`src/mpf_defines.svh`:
```
// offsets, field positions, reset values and counts of the pause-frame block
// assumes a 32-bit register port with byte addresses, word aligned
`ifndef MPF_DEFINES_SVH
`define MPF_DEFINES_SVH

// register byte offsets
`define MPF_OFS_CFG 8'h00
`define MPF_OFS_SA1_LO 8'h04
`define MPF_OFS_SA1_HI 8'h08
`define MPF_OFS_PTIME 8'h0C
`define MPF_OFS_ISR 8'h10
`define MPF_OFS_IER 8'h14
`define MPF_OFS_ICR 8'h18
`define MPF_OFS_PSTAT 8'h1C

// configuration bit positions
`define MPF_CFG_FDX 1
`define MPF_CFG_RETRY 12
`define MPF_CFG_PAUSE_EN 13

// interrupt bit positions
`define MPF_INT_PAUSE_RX 12
`define MPF_INT_PAUSE_ZERO 13

// reset values
`define MPF_RST_CFG 32'h0000_0000
`define MPF_RST_SA1 48'h0000_0000_0000
`define MPF_RST_IER 32'h0000_0000

// frame constants
`define MPF_MC_ADDR 48'h0180_C200_0001
`define MPF_TYPE_CTRL 16'h8808
`define MPF_OPC_PAUSE 16'h0001
`define MPF_NIB_PRE 4'h5
`define MPF_NIB_SFD 4'hD
`define MPF_CRC_INIT 32'hFFFF_FFFF
`define MPF_CRC_POLY 32'hEDB8_8320
`define MPF_CRC_GOOD 32'hDEBB_20E3
`define MPF_MIN_FRAME 11'h040
`define MPF_HDR_LAST 11'h011

// 512 bit times in nibble mode, counted in receive clock cycles
`define MPF_QUANTA_RX_CLKS 128
`define MPF_STAT_W 16

`endif

```
`src/mpf_pkg.sv`:
```
// types shared by the pause-frame block
// assumes mpf_defines.svh carries every number
package mpf_pkg;

  // one sampled nibble of the receive side
  typedef struct packed {
    logic clk;
    logic dv;
    logic er;
    logic [3:0] d;
  } mpf_mii_t;

  typedef enum logic [1:0] {
    MPF_ST_IDLE,
    MPF_ST_PRE,
    MPF_ST_BODY,
    MPF_ST_DROP
  } mpf_state_t;

endpackage

```
`src/mpf_pause_ctrl.sv`:
```
// pause-frame receive, pause timer, transmit hold and its interrupts
// assumes the receive pins come straight from the phy, asynchronous to clk_sys,
// with rx clock well below half of clk_sys; tx_active is on clk_sys
`timescale 1ns/1ps
`include "mpf_defines.svh"

// How it works
// [RULE_01] pause candidate: address matches sa1 or multicast
// [RULE_02] valid only with type 8808 and opcode 0001
// [RULE_03] fcs or receive error frames are discarded
// [RULE_04] parse da, sa, type, opcode, pause time
// [RULE_05] valid frame overwrites pause time, any enable
// [RULE_06] load and pause only in full duplex
// [RULE_07] half duplex: no pause, interrupt still raised
// [RULE_08] valid frame sets status bit 12, masked
// [RULE_09] enable and nonzero time hold new frames
// [RULE_10] decrement every 128 rx clocks once stopped
// [RULE_11] retry test: decrement every rx clock
// [RULE_12] enable clear: decrement even while transmitting
// [RULE_13] reaching zero sets status bit 13, masked
// [RULE_14] each valid frame bumps the pause statistic
// [RULE_15] pause time saturates at zero, zero after reset
module mpf_pause_ctrl #(
  parameter int QUANTA_CYCLES = `MPF_QUANTA_RX_CLKS,
  parameter int STAT_W = `MPF_STAT_W
) (
  input wire logic clk_sys,
  input wire logic reset_n,
  input wire logic [7:0] reg_addr,
  input wire logic [31:0] reg_wdata,
  input wire logic reg_wr,
  input wire logic reg_rd,
  output logic [31:0] reg_rdata,
  input wire logic mii_rx_clk,
  input wire logic mii_rx_dv,
  input wire logic mii_rx_er,
  input wire logic [3:0] mii_rxd,
  input wire logic tx_active,
  output logic tx_hold,
  output logic irq
);

  localparam int QW = $clog2(QUANTA_CYCLES + 1);
  // sized copies of wide constants, so single bits and bytes can be picked
  localparam logic [31:0] RST_CFG = `MPF_RST_CFG;
  localparam logic [31:0] RST_IER = `MPF_RST_IER;
  localparam logic [15:0] TYPE_CTRL = `MPF_TYPE_CTRL;
  localparam logic [15:0] OPC_PAUSE = `MPF_OPC_PAUSE;

  // the prescaler needs at least one receive clock per step
  if (QUANTA_CYCLES < 1) begin : g_bad_quanta
    $error("mpf_pause_ctrl: QUANTA_CYCLES must be at least 1");
  end
  // the statistic is read back through one 32-bit word
  if (STAT_W < 1 || STAT_W > 32) begin : g_bad_stat
    $error("mpf_pause_ctrl: STAT_W must lie between 1 and 32");
  end

  // crc-32 over one nibble, lsb first as it leaves the wire
  function automatic logic [31:0] crc_nib(input logic [31:0] c, input logic [3:0] d);
    logic [31:0] r;
    r = c;
    for (int i = 0; i < 4; i++) begin
      if (r[0] ^ d[i]) begin
        r = (r >> 1) ^ `MPF_CRC_POLY;
      end else begin
        r = r >> 1;
      end
    end
    return r;
  endfunction

  // pin synchronisers; stage 1 feeds stage 2 only
  // clock, valid, error and data share one path so they stay aligned
  mpf_pkg::mpf_mii_t pin_s1;
  mpf_pkg::mpf_mii_t pin_s2;
  logic rxc_s3;
  logic rx_rise;
  logic rx_fall;

  always_ff @(posedge clk_sys or negedge reset_n) begin
    if (!reset_n) begin
      pin_s1 <= '0;
      pin_s2 <= '0;
      rxc_s3 <= 1'b0;
    end else begin
      pin_s1 <= '{clk: mii_rx_clk, dv: mii_rx_dv, er: mii_rx_er, d: mii_rxd};
      pin_s2 <= pin_s1;
      rxc_s3 <= pin_s2.clk;
    end
  end

  assign rx_rise = pin_s2.clk & ~rxc_s3;
  // data is taken mid-cycle, away from where the phy changes it
  assign rx_fall = ~pin_s2.clk & rxc_s3;

  // registers
  logic cfg_fdx;
  logic cfg_retry;
  logic cfg_pause_en;
  logic [47:0] sa1;
  logic [13:12] ier;
  logic [13:12] isr;
  logic [13:12] next_isr;
  logic [15:0] pause_time;
  logic [15:0] next_pause_time;
  logic [STAT_W-1:0] pause_stat;
  logic [13:12] icr_clr;

  always_ff @(posedge clk_sys or negedge reset_n) begin
    if (!reset_n) begin
      cfg_fdx <= RST_CFG[`MPF_CFG_FDX];
      cfg_retry <= RST_CFG[`MPF_CFG_RETRY];
      cfg_pause_en <= RST_CFG[`MPF_CFG_PAUSE_EN];
      sa1 <= `MPF_RST_SA1;
      ier <= RST_IER[13:12];
    end else if (reg_wr) begin
      unique case (reg_addr)
        `MPF_OFS_CFG: begin
          cfg_fdx <= reg_wdata[`MPF_CFG_FDX];
          cfg_retry <= reg_wdata[`MPF_CFG_RETRY];
          cfg_pause_en <= reg_wdata[`MPF_CFG_PAUSE_EN];
        end
        `MPF_OFS_SA1_LO: sa1[31:0] <= reg_wdata;
        `MPF_OFS_SA1_HI: sa1[47:32] <= reg_wdata[15:0];
        `MPF_OFS_IER: ier <= reg_wdata[13:12];
        default: ;
      endcase
    end
  end

  assign icr_clr = (reg_wr && reg_addr == `MPF_OFS_ICR) ? reg_wdata[13:12] : 2'b00;

  // irq sees an enable write at once, so it never lags the mask by a cycle
  logic [13:12] ier_now;
  assign ier_now = (reg_wr && reg_addr == `MPF_OFS_IER) ? reg_wdata[13:12] : ier;

  always_ff @(posedge clk_sys or negedge reset_n) begin
    if (!reset_n) begin
      reg_rdata <= 32'h0000_0000;
    end else begin
      reg_rdata <= 32'h0000_0000;
      if (reg_rd) begin
        unique case (reg_addr)
          `MPF_OFS_CFG: begin
            reg_rdata[`MPF_CFG_FDX] <= cfg_fdx;
            reg_rdata[`MPF_CFG_RETRY] <= cfg_retry;
            reg_rdata[`MPF_CFG_PAUSE_EN] <= cfg_pause_en;
          end
          `MPF_OFS_SA1_LO: reg_rdata <= sa1[31:0];
          `MPF_OFS_SA1_HI: reg_rdata[15:0] <= sa1[47:32];
          `MPF_OFS_PTIME: reg_rdata[15:0] <= pause_time;
          `MPF_OFS_ISR: reg_rdata[13:12] <= isr;
          `MPF_OFS_IER: reg_rdata[13:12] <= ier;
          `MPF_OFS_PSTAT: reg_rdata[STAT_W-1:0] <= pause_stat;
          default: ;
        endcase
      end
    end
  end

  // receive parser
  // pause_valid is a one-cycle strobe shared by timer, status and statistic
  mpf_pkg::mpf_state_t state;
  logic [10:0] byte_idx;
  logic [3:0] nib_lo;
  logic nib_odd;
  logic [31:0] crc;
  logic da_sa1_ok;
  logic da_mc_ok;
  logic hdr_ok;
  logic frame_err;
  logic [15:0] ptime_rx;
  logic pause_valid;
  logic [7:0] rx_byte;
  logic [47:0] mc_addr;

  assign rx_byte = {pin_s2.d, nib_lo};
  assign mc_addr = `MPF_MC_ADDR;

  always_ff @(posedge clk_sys or negedge reset_n) begin
    if (!reset_n) begin
      state <= mpf_pkg::MPF_ST_IDLE;
      byte_idx <= 11'h000;
      nib_lo <= 4'h0;
      nib_odd <= 1'b0;
      crc <= `MPF_CRC_INIT;
      da_sa1_ok <= 1'b0;
      da_mc_ok <= 1'b0;
      hdr_ok <= 1'b0;
      frame_err <= 1'b0;
      ptime_rx <= 16'h0000;
      pause_valid <= 1'b0;
    end else begin
      pause_valid <= 1'b0;
      if (rx_fall) begin
        unique case (state)
          mpf_pkg::MPF_ST_IDLE: begin
            if (pin_s2.dv) begin
              state <= (pin_s2.d == `MPF_NIB_PRE) ? mpf_pkg::MPF_ST_PRE
                                                   : mpf_pkg::MPF_ST_DROP;
            end
          end
          mpf_pkg::MPF_ST_PRE: begin
            if (!pin_s2.dv) begin
              state <= mpf_pkg::MPF_ST_IDLE;
            end else if (pin_s2.d == `MPF_NIB_SFD) begin
              state <= mpf_pkg::MPF_ST_BODY;
              byte_idx <= 11'h000;
              nib_odd <= 1'b0;
              crc <= `MPF_CRC_INIT;
              da_sa1_ok <= 1'b1;
              da_mc_ok <= 1'b1;
              hdr_ok <= 1'b1;
              frame_err <= pin_s2.er;
            end else if (pin_s2.d != `MPF_NIB_PRE) begin
              state <= mpf_pkg::MPF_ST_DROP;
            end
          end
          mpf_pkg::MPF_ST_BODY: begin
            if (!pin_s2.dv) begin
              state <= mpf_pkg::MPF_ST_IDLE;
              // errored, odd-length, short or bad-fcs frames leave no trace
              pause_valid <= !frame_err && !nib_odd && crc == `MPF_CRC_GOOD // [RULE_03]
                             && byte_idx >= `MPF_MIN_FRAME
                             && hdr_ok // [RULE_02]
                             && (da_sa1_ok || da_mc_ok); // [RULE_01]
            end else begin
              crc <= crc_nib(crc, pin_s2.d);
              if (pin_s2.er) begin
                frame_err <= 1'b1; // [RULE_03]
              end
              nib_odd <= ~nib_odd;
              if (!nib_odd) begin
                nib_lo <= pin_s2.d;
              end else begin
                if (byte_idx != 11'h7FF) begin
                  byte_idx <= byte_idx + 11'h001;
                end
                // destination, source, type, opcode, pause time in turn
                if (byte_idx < 11'h006) begin // [RULE_04]
                  if (rx_byte != sa1[{byte_idx[2:0], 3'b000} +: 8]) begin
                    da_sa1_ok <= 1'b0; // [RULE_01]
                  end
                  if (rx_byte != mc_addr[47 - {byte_idx[2:0], 3'b000} -: 8]) begin
                    da_mc_ok <= 1'b0; // [RULE_01]
                  end
                end
                unique case (byte_idx)
                  11'h00C: if (rx_byte != TYPE_CTRL[15:8]) hdr_ok <= 1'b0; // [RULE_02]
                  11'h00D: if (rx_byte != TYPE_CTRL[7:0]) hdr_ok <= 1'b0; // [RULE_02]
                  11'h00E: if (rx_byte != OPC_PAUSE[15:8]) hdr_ok <= 1'b0; // [RULE_02]
                  11'h00F: if (rx_byte != OPC_PAUSE[7:0]) hdr_ok <= 1'b0; // [RULE_02]
                  11'h010: ptime_rx[15:8] <= rx_byte; // [RULE_04]
                  `MPF_HDR_LAST: ptime_rx[7:0] <= rx_byte; // [RULE_04]
                  default: ;
                endcase
              end
            end
          end
          mpf_pkg::MPF_ST_DROP: begin
            if (!pin_s2.dv) begin
              state <= mpf_pkg::MPF_ST_IDLE;
            end
          end
        endcase
      end
    end
  end

  // pause timer
  logic load;
  logic count_en;
  logic [QW-1:0] quanta_cnt;
  logic tick;
  logic zero_evt;

  assign load = pause_valid && cfg_fdx; // [RULE_06] [RULE_07]
  // with the enable set, counting waits for the transmitter to go quiet
  assign count_en = pause_time != 16'h0000 && (!cfg_pause_en || !tx_active); // [RULE_10] [RULE_12]
  // a load or a pause restarts the prescaler, so each step is a full quantum
  assign tick = rx_rise && count_en
                && (cfg_retry || quanta_cnt == QW'(QUANTA_CYCLES - 1)); // [RULE_11] [RULE_10]

  always_ff @(posedge clk_sys or negedge reset_n) begin
    if (!reset_n) begin
      quanta_cnt <= '0;
    end else if (load || !count_en || tick) begin
      quanta_cnt <= '0;
    end else if (rx_rise) begin
      quanta_cnt <= quanta_cnt + QW'(1); // [RULE_10]
    end
  end

  always_comb begin
    next_pause_time = pause_time;
    if (load) begin
      next_pause_time = ptime_rx; // [RULE_05]
    end else if (tick) begin
      // count_en keeps this from running below zero
      next_pause_time = pause_time - 16'h0001; // [RULE_15]
    end
  end

  assign zero_evt = !load && tick && pause_time == 16'h0001; // [RULE_13]

  always_ff @(posedge clk_sys or negedge reset_n) begin
    if (!reset_n) begin
      pause_time <= 16'h0000; // [RULE_15]
      tx_hold <= 1'b0;
    end else begin
      pause_time <= next_pause_time;
      // next value, so the hold drops on the same edge the timer reaches zero
      tx_hold <= cfg_pause_en && next_pause_time != 16'h0000; // [RULE_09]
    end
  end

  // statistics
  // wraps at full scale; software must sample it before it can lap
  always_ff @(posedge clk_sys or negedge reset_n) begin
    if (!reset_n) begin
      pause_stat <= '0;
    end else if (pause_valid) begin
      pause_stat <= pause_stat + STAT_W'(1); // [RULE_14]
    end
  end

  // interrupts: a new event wins over a clear in the same cycle
  always_comb begin
    next_isr = isr & ~icr_clr;
    next_isr[`MPF_INT_PAUSE_RX] = next_isr[`MPF_INT_PAUSE_RX] | pause_valid; // [RULE_08] [RULE_07]
    next_isr[`MPF_INT_PAUSE_ZERO] = next_isr[`MPF_INT_PAUSE_ZERO] | zero_evt; // [RULE_13]
  end

  always_ff @(posedge clk_sys or negedge reset_n) begin
    if (!reset_n) begin
      isr <= 2'b00;
      irq <= 1'b0;
    end else begin
      isr <= next_isr;
      irq <= |(next_isr & ier_now); // [RULE_08] [RULE_13]
    end
  end

endmodule

```
`config.mk`:
```
export PLATFORM = sky130hd
export DESIGN_NAME = mpf_pause_ctrl
export DESIGN_NICKNAME = d
export VERILOG_FILES = /design/src/mpf_pkg.sv /design/src/mpf_pause_ctrl.sv
export VERILOG_INCLUDE_DIRS = /design/src
export SDC_FILE = /design/constraint.sdc
export NUM_CORES = 1
export LEC_CHECK = 0
export BUFFER_PORTS_ARGS = -buffer_cell sky130_fd_sc_hd__buf_2
export CORE_AREA = 2 2 155 157
export DETAILED_ROUTE_END_ITERATION = 12
export DIE_AREA = 0 0 157 159
export PLACE_DENSITY = 0.69
export RECOVER_POWER = 25
export SKIP_LAST_GASP = 1
export SYNTH_ARGS = -nofsm -noshare
export SYNTH_HDL_FRONTEND = slang
export SYNTH_SLANG_ARGS = --single-unit
```
`constraint.sdc`:
```
create_clock -name clk_sys -period 2.95 [get_ports clk_sys]
set_input_delay 0 -clock clk_sys [delete_from_list [all_inputs] [get_ports clk_sys]]
set_output_delay 0 -clock clk_sys [all_outputs]
set_load 0.1 [all_outputs]
```
==> out/qor.csv, run 1 <==
stage,metric,value,unit
drt,wire per inst,18.83,um
clock_network,root buffer cell,clkbuf_16,
power,Flop pwr share,0.431,
worst_setup_path,CP Capture Type,register,
global_routing,largest net degree at the start of global routing,131,
clock_network,Clock transition at path regs,0.06,ns
clock_network,worst skew pair latency,0.51,ns
drt,total number of vias,7511,
yosys,number of synthesized flops with an enable pin,0,
power,Internal,6.302,mW
clock_network,TritonCTS Buffers,23,
yosys,share of the synthesized area in the top cell type,0.4461,
sta,final setup fails,0,
yosys,Synth area leaders,"dfrtp_1, dfstp_2, mux2_2",
global_routing,vias in the first global route,7643,
sta,Worst Tran Pin Value,2.013,ns
sta,"Hold Violations, Final",0,
floorplan,Die Ht,159,um
power,Clock Power Share,0.344,
worst_setup_path,Critical Path RT,3.32,ns
hold_path,worst min-delay path class,primary input to register,
power,Sw Pwr,2.581,mW
yosys,Syn Area/Cell,11.79,um2
floorplan,core area,23190,um2
placed_design,Final GP Congestion,0.9072,
yosys,Syn Inst Count,871,
final_layout,number of fillers in the final layout,1977,
power,sw frac,0.2906,
final_layout,layout cells sized above 1,0.2461,
sta,final worst setup slack,0.2560,ns
yosys,post-synthesis sequential area ratio,0.5280,
floorplan,IO Count,86,
power,worst ir drop on vdd,0.6111,mV
power,Leak Pwr,5.547,nW
yosys,"Top FF cell, synth",dfrtp_1,
yosys,Synth Register Bits,215,
placed_design,pre-CTS setup slack,0.2756,ns
floorplan,area of the die,24960,um2
power,Total Power,8.883,mW
yosys,fraction of registers with async set or reset after synthesis,1.000,
drt,drt pass-1 iters,5,
floorplan,Initial Util,0.4426,
final_layout,P&R area growth vs syn,20.42,%
drt,final wirelength,25300,um
global_routing,overall routing resource usage,0.2034,
final_layout,Antenna diodes,0,
yosys,Ys Warns,0,
sta,Setup TNS Final,0,ns
sta,fin crit period,2.694,ns
yosys,Syn Nets,939,
outcome,failing checks,"max-capacitance violations, max-slew violations",
drt,vias per inst,5.593,
floorplan,die width,157,um
power,Comb pwr share,0.225,
global_routing,first-pass GRT wire length,40830,um
yosys,Mapped Area,10260,um2
yosys,synth unique cells,69,
power,Power Density,718.6,nW/um2
clock_network,CTS tree,done,
sta,RSZ-0062 raised after global routing,false,
worst_setup_path,Critical Path AT,3.07,ns
clock_network,CTS sink cnt,215,
placed_design,DP HPWL,17420,um
final_layout,fin nets,1077,
final_layout,Finished Core Util,0.5330,
yosys,Yosys top cell by area,dfrtp_1,
job,Max-Cap Viols,2,
sta,skew final,0.01828,ns
clock_network,Max Root-Sink Buffers,3,
outcome,status,"finished, violations left",
clock_network,H-tree levels,1,
floorplan,Site Rows,56,
yosys,Commonest cells post-synth,"dfrtp_1, mux2_2, nand2_1, nor2_1",
yosys,top-count cell post-synth,dfrtp_1,
worst_setup_path,Crit Path Category,register to register,
clock_network,Hold Buf Count CTS,45,
worst_setup_path,startpoint types,register,
sta,Pins Over Slew Limit,215,
global_routing,initial antenna violation count,0,
clock_network,Setup Buffers After CTS,0,
drt,Post-DRT Antenna Nets,0,
clock_network,"Gates resized, CTS repair",0,
sta,Hold WS,0.05571,ns
global_routing,GRT overflow,0,
placed_design,IO buf count,85,
drt,DRC errors left,0,
sta,slew margin rel.,-0.3421,
drt,number of DRC markers in iteration 0,528,
sta,period utilization,0.9132,
worst_setup_path,Worst Path Max Fanout,6,
sta,f_max,371.2,MHz
-- registers in the layout (all words and copies together), names as in the netlist, 4 cells and up --
name        cells
byte_idx       11
crc            32
nib_lo          4
pause_stat     16
pause_time     16
pin_s1          7
pin_s2          7
ptime_rx       16
quanta_cnt      8
reg_rdata      32
sa1            48
-- per-layer routing --
metal,part of all wire,up-vias,GRT usage
met4,0.030,0,0.06464
met1,0.43,3769,0.2759
met3,0.043,41,0.02885
li1,-,3483,-
met2,0.49,218,0.3371
met5,0,-,0
-- stage by stage --
step           cells  instance area (um2)
3_3_place_gp    1258                11150
4_1_cts         1343                12400
5_1_grt         1343                12360
3_5_place_dp    1258                11150
2_1_floorplan    871                10260
6_report        1343                12360
-- area by class of cell --
class	instances	area, um2	area share
multi-input cells	600	4634	0.3749
clock inverters	13	197.7	0.01599
flip-flops and latches	215	5420	0.4385
well taps	319	399.1	0.03229
clock buffers	27	600.6	0.04859
inverters	15	56.30	0.004555
repair buffers	154	1052	0.08513
-- kinds of logic after synthesis --
family,Yosys count,synth area share
compound gates,169,0.1236
xor+xnor,79,0.06814
fa+ha+maj,16,0.01950
buf+inv,56,0.02072
flops,215,0.5280
mux,92,0.1096
simple gates,244,0.1304
-- power groups by stage --
stage | clock (mW) | sequential, mW | combinational, mW
6_report | 3.05 | 3.83 | 2.00
5_1_grt | 3.23 | 3.89 | 2.21
4_1_cts | 3.11 | 3.83 | 2.03
3_5_place_dp | 0 | 3.88 | 1.97
3_3_place_gp | 0 | 3.86 | 1.94
2_1_floorplan | 0 | 3.71 | 1.56
-- worst max-delay path, cell delays in order (launching register included) --
cell and delay [ns]:
dfrtp_1 0.45, inv_1 0.11, ha_1 0.17, or3b_1 0.47
a211oi_1 0.38, nand4_1 0.15, xor2_1 0.17, o21ai_1 0.09
nor4_1 0.40, a41oi_2 0.16
-- placed cells by master (no fill, tap or decap), types with 30 or more instances in the layout --
cell / n
dlygate4sd3_1: 45
mux2_1: 30
xnor2_1: 42
mux2_2: 53
a22oi_1: 42
nor2_1: 48
dfstp_2: 32
xor2_1: 36
o22a_1: 32
dfrtp_1: 183
buf_2: 84
nand2_1: 49
-- worst paths after layout --
check	from	end	slack, ns	depth (start not counted)
setup / recovery	pause_time[0]	tx_hold	0.26	9
hold / removal	reg_addr[4]	isr[12]	0.06	5
hold reg to reg	pin_s1[2]	pin_s2[2]	0.35	0
setup reg to reg	pause_time[0]	tx_hold	0.26	9
min in group asynchronous	reset_n	reg_rdata[18]	0.41	3
max in group asynchronous	reset_n	pin_s1[5]	1.00	3
No activity file was read; power rests on OpenSTA's default activity.
==> inputs of run 2 (changes only) <==
--- a/config.mk
+++ b/config.mk
@@ -10,9 +10,11 @@
 export CORE_AREA = 2 2 155 157
 export DETAILED_ROUTE_END_ITERATION = 12
 export DIE_AREA = 0 0 157 159
+export HOLD_SLACK_MARGIN = 0.08
 export PLACE_DENSITY = 0.69
 export RECOVER_POWER = 25
 export SKIP_LAST_GASP = 1
+export SLEW_MARGIN = 30
 export SYNTH_ARGS = -nofsm -noshare
 export SYNTH_HDL_FRONTEND = slang
 export SYNTH_SLANG_ARGS = --single-unit
==> constraint.sdc (replaced) <==
create_clock -name clk_sys -period 2.6 [get_ports clk_sys]
set_input_delay 0 -clock clk_sys [delete_from_list [all_inputs] [get_ports clk_sys]]
set_output_delay 0 -clock clk_sys [all_outputs]
set_load 0.1 [all_outputs]
==> out/qor.csv, run 2 (same netlist as run 1, synthesis figures left out) <==
stage,metric,value,unit
placed_design,IO buf count,85,
global_routing,initial antenna violation count,0,
placed_design,Final GP Congestion,0.8855,
drt,vias per inst,5.543,
drt,final wirelength,25710,um
worst_setup_path,kind of cell adding the most delay to the critical path,simple AND/OR/NAND/NOR gates,
final_layout,Finished Core Util,0.5436,
clock_network,H-tree levels,1,
final_layout,layout cells sized above 1,0.2676,
drt,wire per inst,18.78,um
worst_setup_path,Critical Path AT,2.87,ns
worst_setup_path,Worst Path Max Fanout,5,
power,Leak Pwr,5.682,nW
placed_design,# placed instances,1281,
floorplan,Site Rows,56,
clock_network,worst skew pair latency,0.50,ns
final_layout,P&R area growth vs syn,22.82,%
final_layout,Largest Register,sa1,
drt,drt pass-1 iters,6,
job,Max-Cap Viols,1,
worst_setup_path,CP Buf/Inv Count,2,
sta,final setup fails,0,
sta,Pins Over Slew Limit,0,
sta,f_max,399.4,MHz
hold_path,Hold Crit Start,reg_addr[0],
floorplan,die width,157,um
hold_path,Worst Hold Endpoint,isr[12],
final_layout,area of the multi-input gates,4653,um2
final_layout,number of fillers in the final layout,1944,
placed_design,Post-DP Area,11340,um2
worst_setup_path,flop-to-flop setup slack,0.1,ns
final_layout,Layout Cells excl Fill,1369,
outcome,status,"finished, violations left",
worst_setup_path,reg2reg start,pause_time[1],
final_layout,max FFs per register,48,
worst_setup_path,CP Capture Type,register,
floorplan,core area,23190,um2
clock_network,Max Root-Sink Buffers,3,
worst_setup_path,startpoint types,register,
global_routing,largest net degree at the start of global routing,68,
clock_network,CTS tree,done,
worst_setup_path,Critical Path RT,2.97,ns
power,Total Power,10.19,mW
final_layout,"commonest non-fill, non-tap cell in the layout",dfrtp_1,
drt,met1 WL,11100,um
global_routing,first-pass GRT wire length,41370,um
sta,skew final,0.006472,ns
worst_setup_path,Crit Path Category,register to register,
floorplan,Die Ht,159,um
drt,Post-DRT Antenna Nets,0,
worst_setup_path,Crit path depth,9,
power,worst ir drop on vdd,0.7039,mV
clock_network,Clock transition at path regs,0.06,ns
worst_setup_path,crit-path max cell delay,0.44,ns
worst_setup_path,"Cell Chain, Critical Path",inv_1 > ha_1 > or3b_1 > buf_4 > or3_1 > o211ai_1 > nand3_1 > nor4_2 > a41oi_2,
clock_network,root buffer cell,clkbuf_16,
drt,number of DRC markers in iteration 0,504,
sta,final worst setup slack,0.09647,ns
power,Power Density,808.3,nW/um2
clock_network,TritonCTS Buffers,23,
drt,total number of vias,7588,
placed_design,pre-CTS setup slack,0.05364,ns
sta,period utilization,0.9629,
sta,Worst Tran Pin Value,1.481,ns
drt,DR WL met3,1419,um
sta,RSZ-0062 raised after global routing,true,
final_layout,fin nets,1103,
drt,Top Layer Used,met4,
clock_network,CTS sink cnt,215,
drt,metal2 WL,12460,um
global_routing,vias in the first global route,7714,
final_layout,Register Area,5421,um2
final_layout,design area,12610,um2
hold_path,worst min-delay path class,primary input to register,
worst_setup_path,CP max stage cell,dfrtp_1,
floorplan,area of the die,24960,um2
sta,fin crit period,2.504,ns
global_routing,overall routing resource usage,0.2069,
worst_setup_path,worst reg2reg endpoint,tx_hold,
outcome,failing checks,max-capacitance violations,
hold_path,Hold Crit Depth,6,
sta,"Hold Violations, Final",0,
final_layout,biggest regs,"sa1 (48), crc (32), reg_rdata (32)",
drt,DRC errors left,0,
final_layout,Antenna diodes,0,
global_routing,GRT overflow,0,
floorplan,Initial Util,0.4426,
worst_setup_path,r2r worst-path depth,9,
sta,slew margin rel.,0.01235,
final_layout,most frequent cells in the layout,"dfrtp_1, buf_2, mux2_2",
placed_design,DP HPWL,17660,um
floorplan,IO Count,86,
[run 2: cell count changes in the layout (fill, tap and decap cells not counted), moves of 2 or more]
cell / delta
a211oi_1: -2
clkbuf_8: +4
a211oi_2: +2
dlygate4sd3_1: +2
buf_12: +2
buf_4: +22
[run 2: worst max path at each step]
stage	endpoint	slack, ns	start
after floorplan	da_mc_ok	0.19	byte_idx[1]
after global placement	tx_hold	0.10	pause_time[4]
after detailed placement	tx_hold	0.05	pause_time[4]
after CTS	tx_hold	0.05	pause_time[4]
after global routing	tx_hold	-0.04	pause_time[1]
final	tx_hold	0.1	pause_time[1]
[run 2: cell type report]
| class | instances | area share |
|---|---|---|
| Timing Repair Buffer | 180 | 0.1011 |
| Clock inverter | 9 | 0.01161 |
| Multi-Input combinational cell | 600 | 0.3691 |
| Clock buffer | 31 | 0.05200 |
| Sequential cell | 215 | 0.4300 |
| Inverter | 15 | 0.004466 |
| Tap cell | 319 | 0.03166 |
[run 2: metrics by stage]
step | hold slack [ns] | TNS [ns]
detailed placement | -0.02421 | 0
global placement | -0.01958 | 0
global route | 0.1325 | -0.03594
CTS | 0.1035 | 0
finish | 0.1186 | 0
floorplan | -0.2956 | 0
[run 2: worst register-to-register path, cell delays in order (launching register included)]
cell      delay [ns]
dfrtp_1         0.44
inv_1           0.13
ha_1            0.16
or3b_1          0.40
buf_4           0.18
or3_1           0.32
o211ai_1        0.16
nand3_1         0.14
nor4_2          0.32
a41oi_2         0.13
[run 2: timing repair]
item,4_1_cts,5_1_grt
hold buffers,48,0
gates resized for setup,0,5
setup buffers,0,0
hold endpoints to repair,269,0
endpoints found under the setup margin,0,4
[run 2: metal layers]
layer  up-vias  GRT usage
li1       3551          -
met1      3776     0.2815
met2       213     0.3391
met3        48    0.03674
met4         0    0.06088
met5         -          0
[run 2: power by group]
part	internal, mW	leakage, nW	switching, mW
combinational	1.20	2.55	1.20
clock	2.15	0.393	1.31
sequential	3.88	2.74	0.450
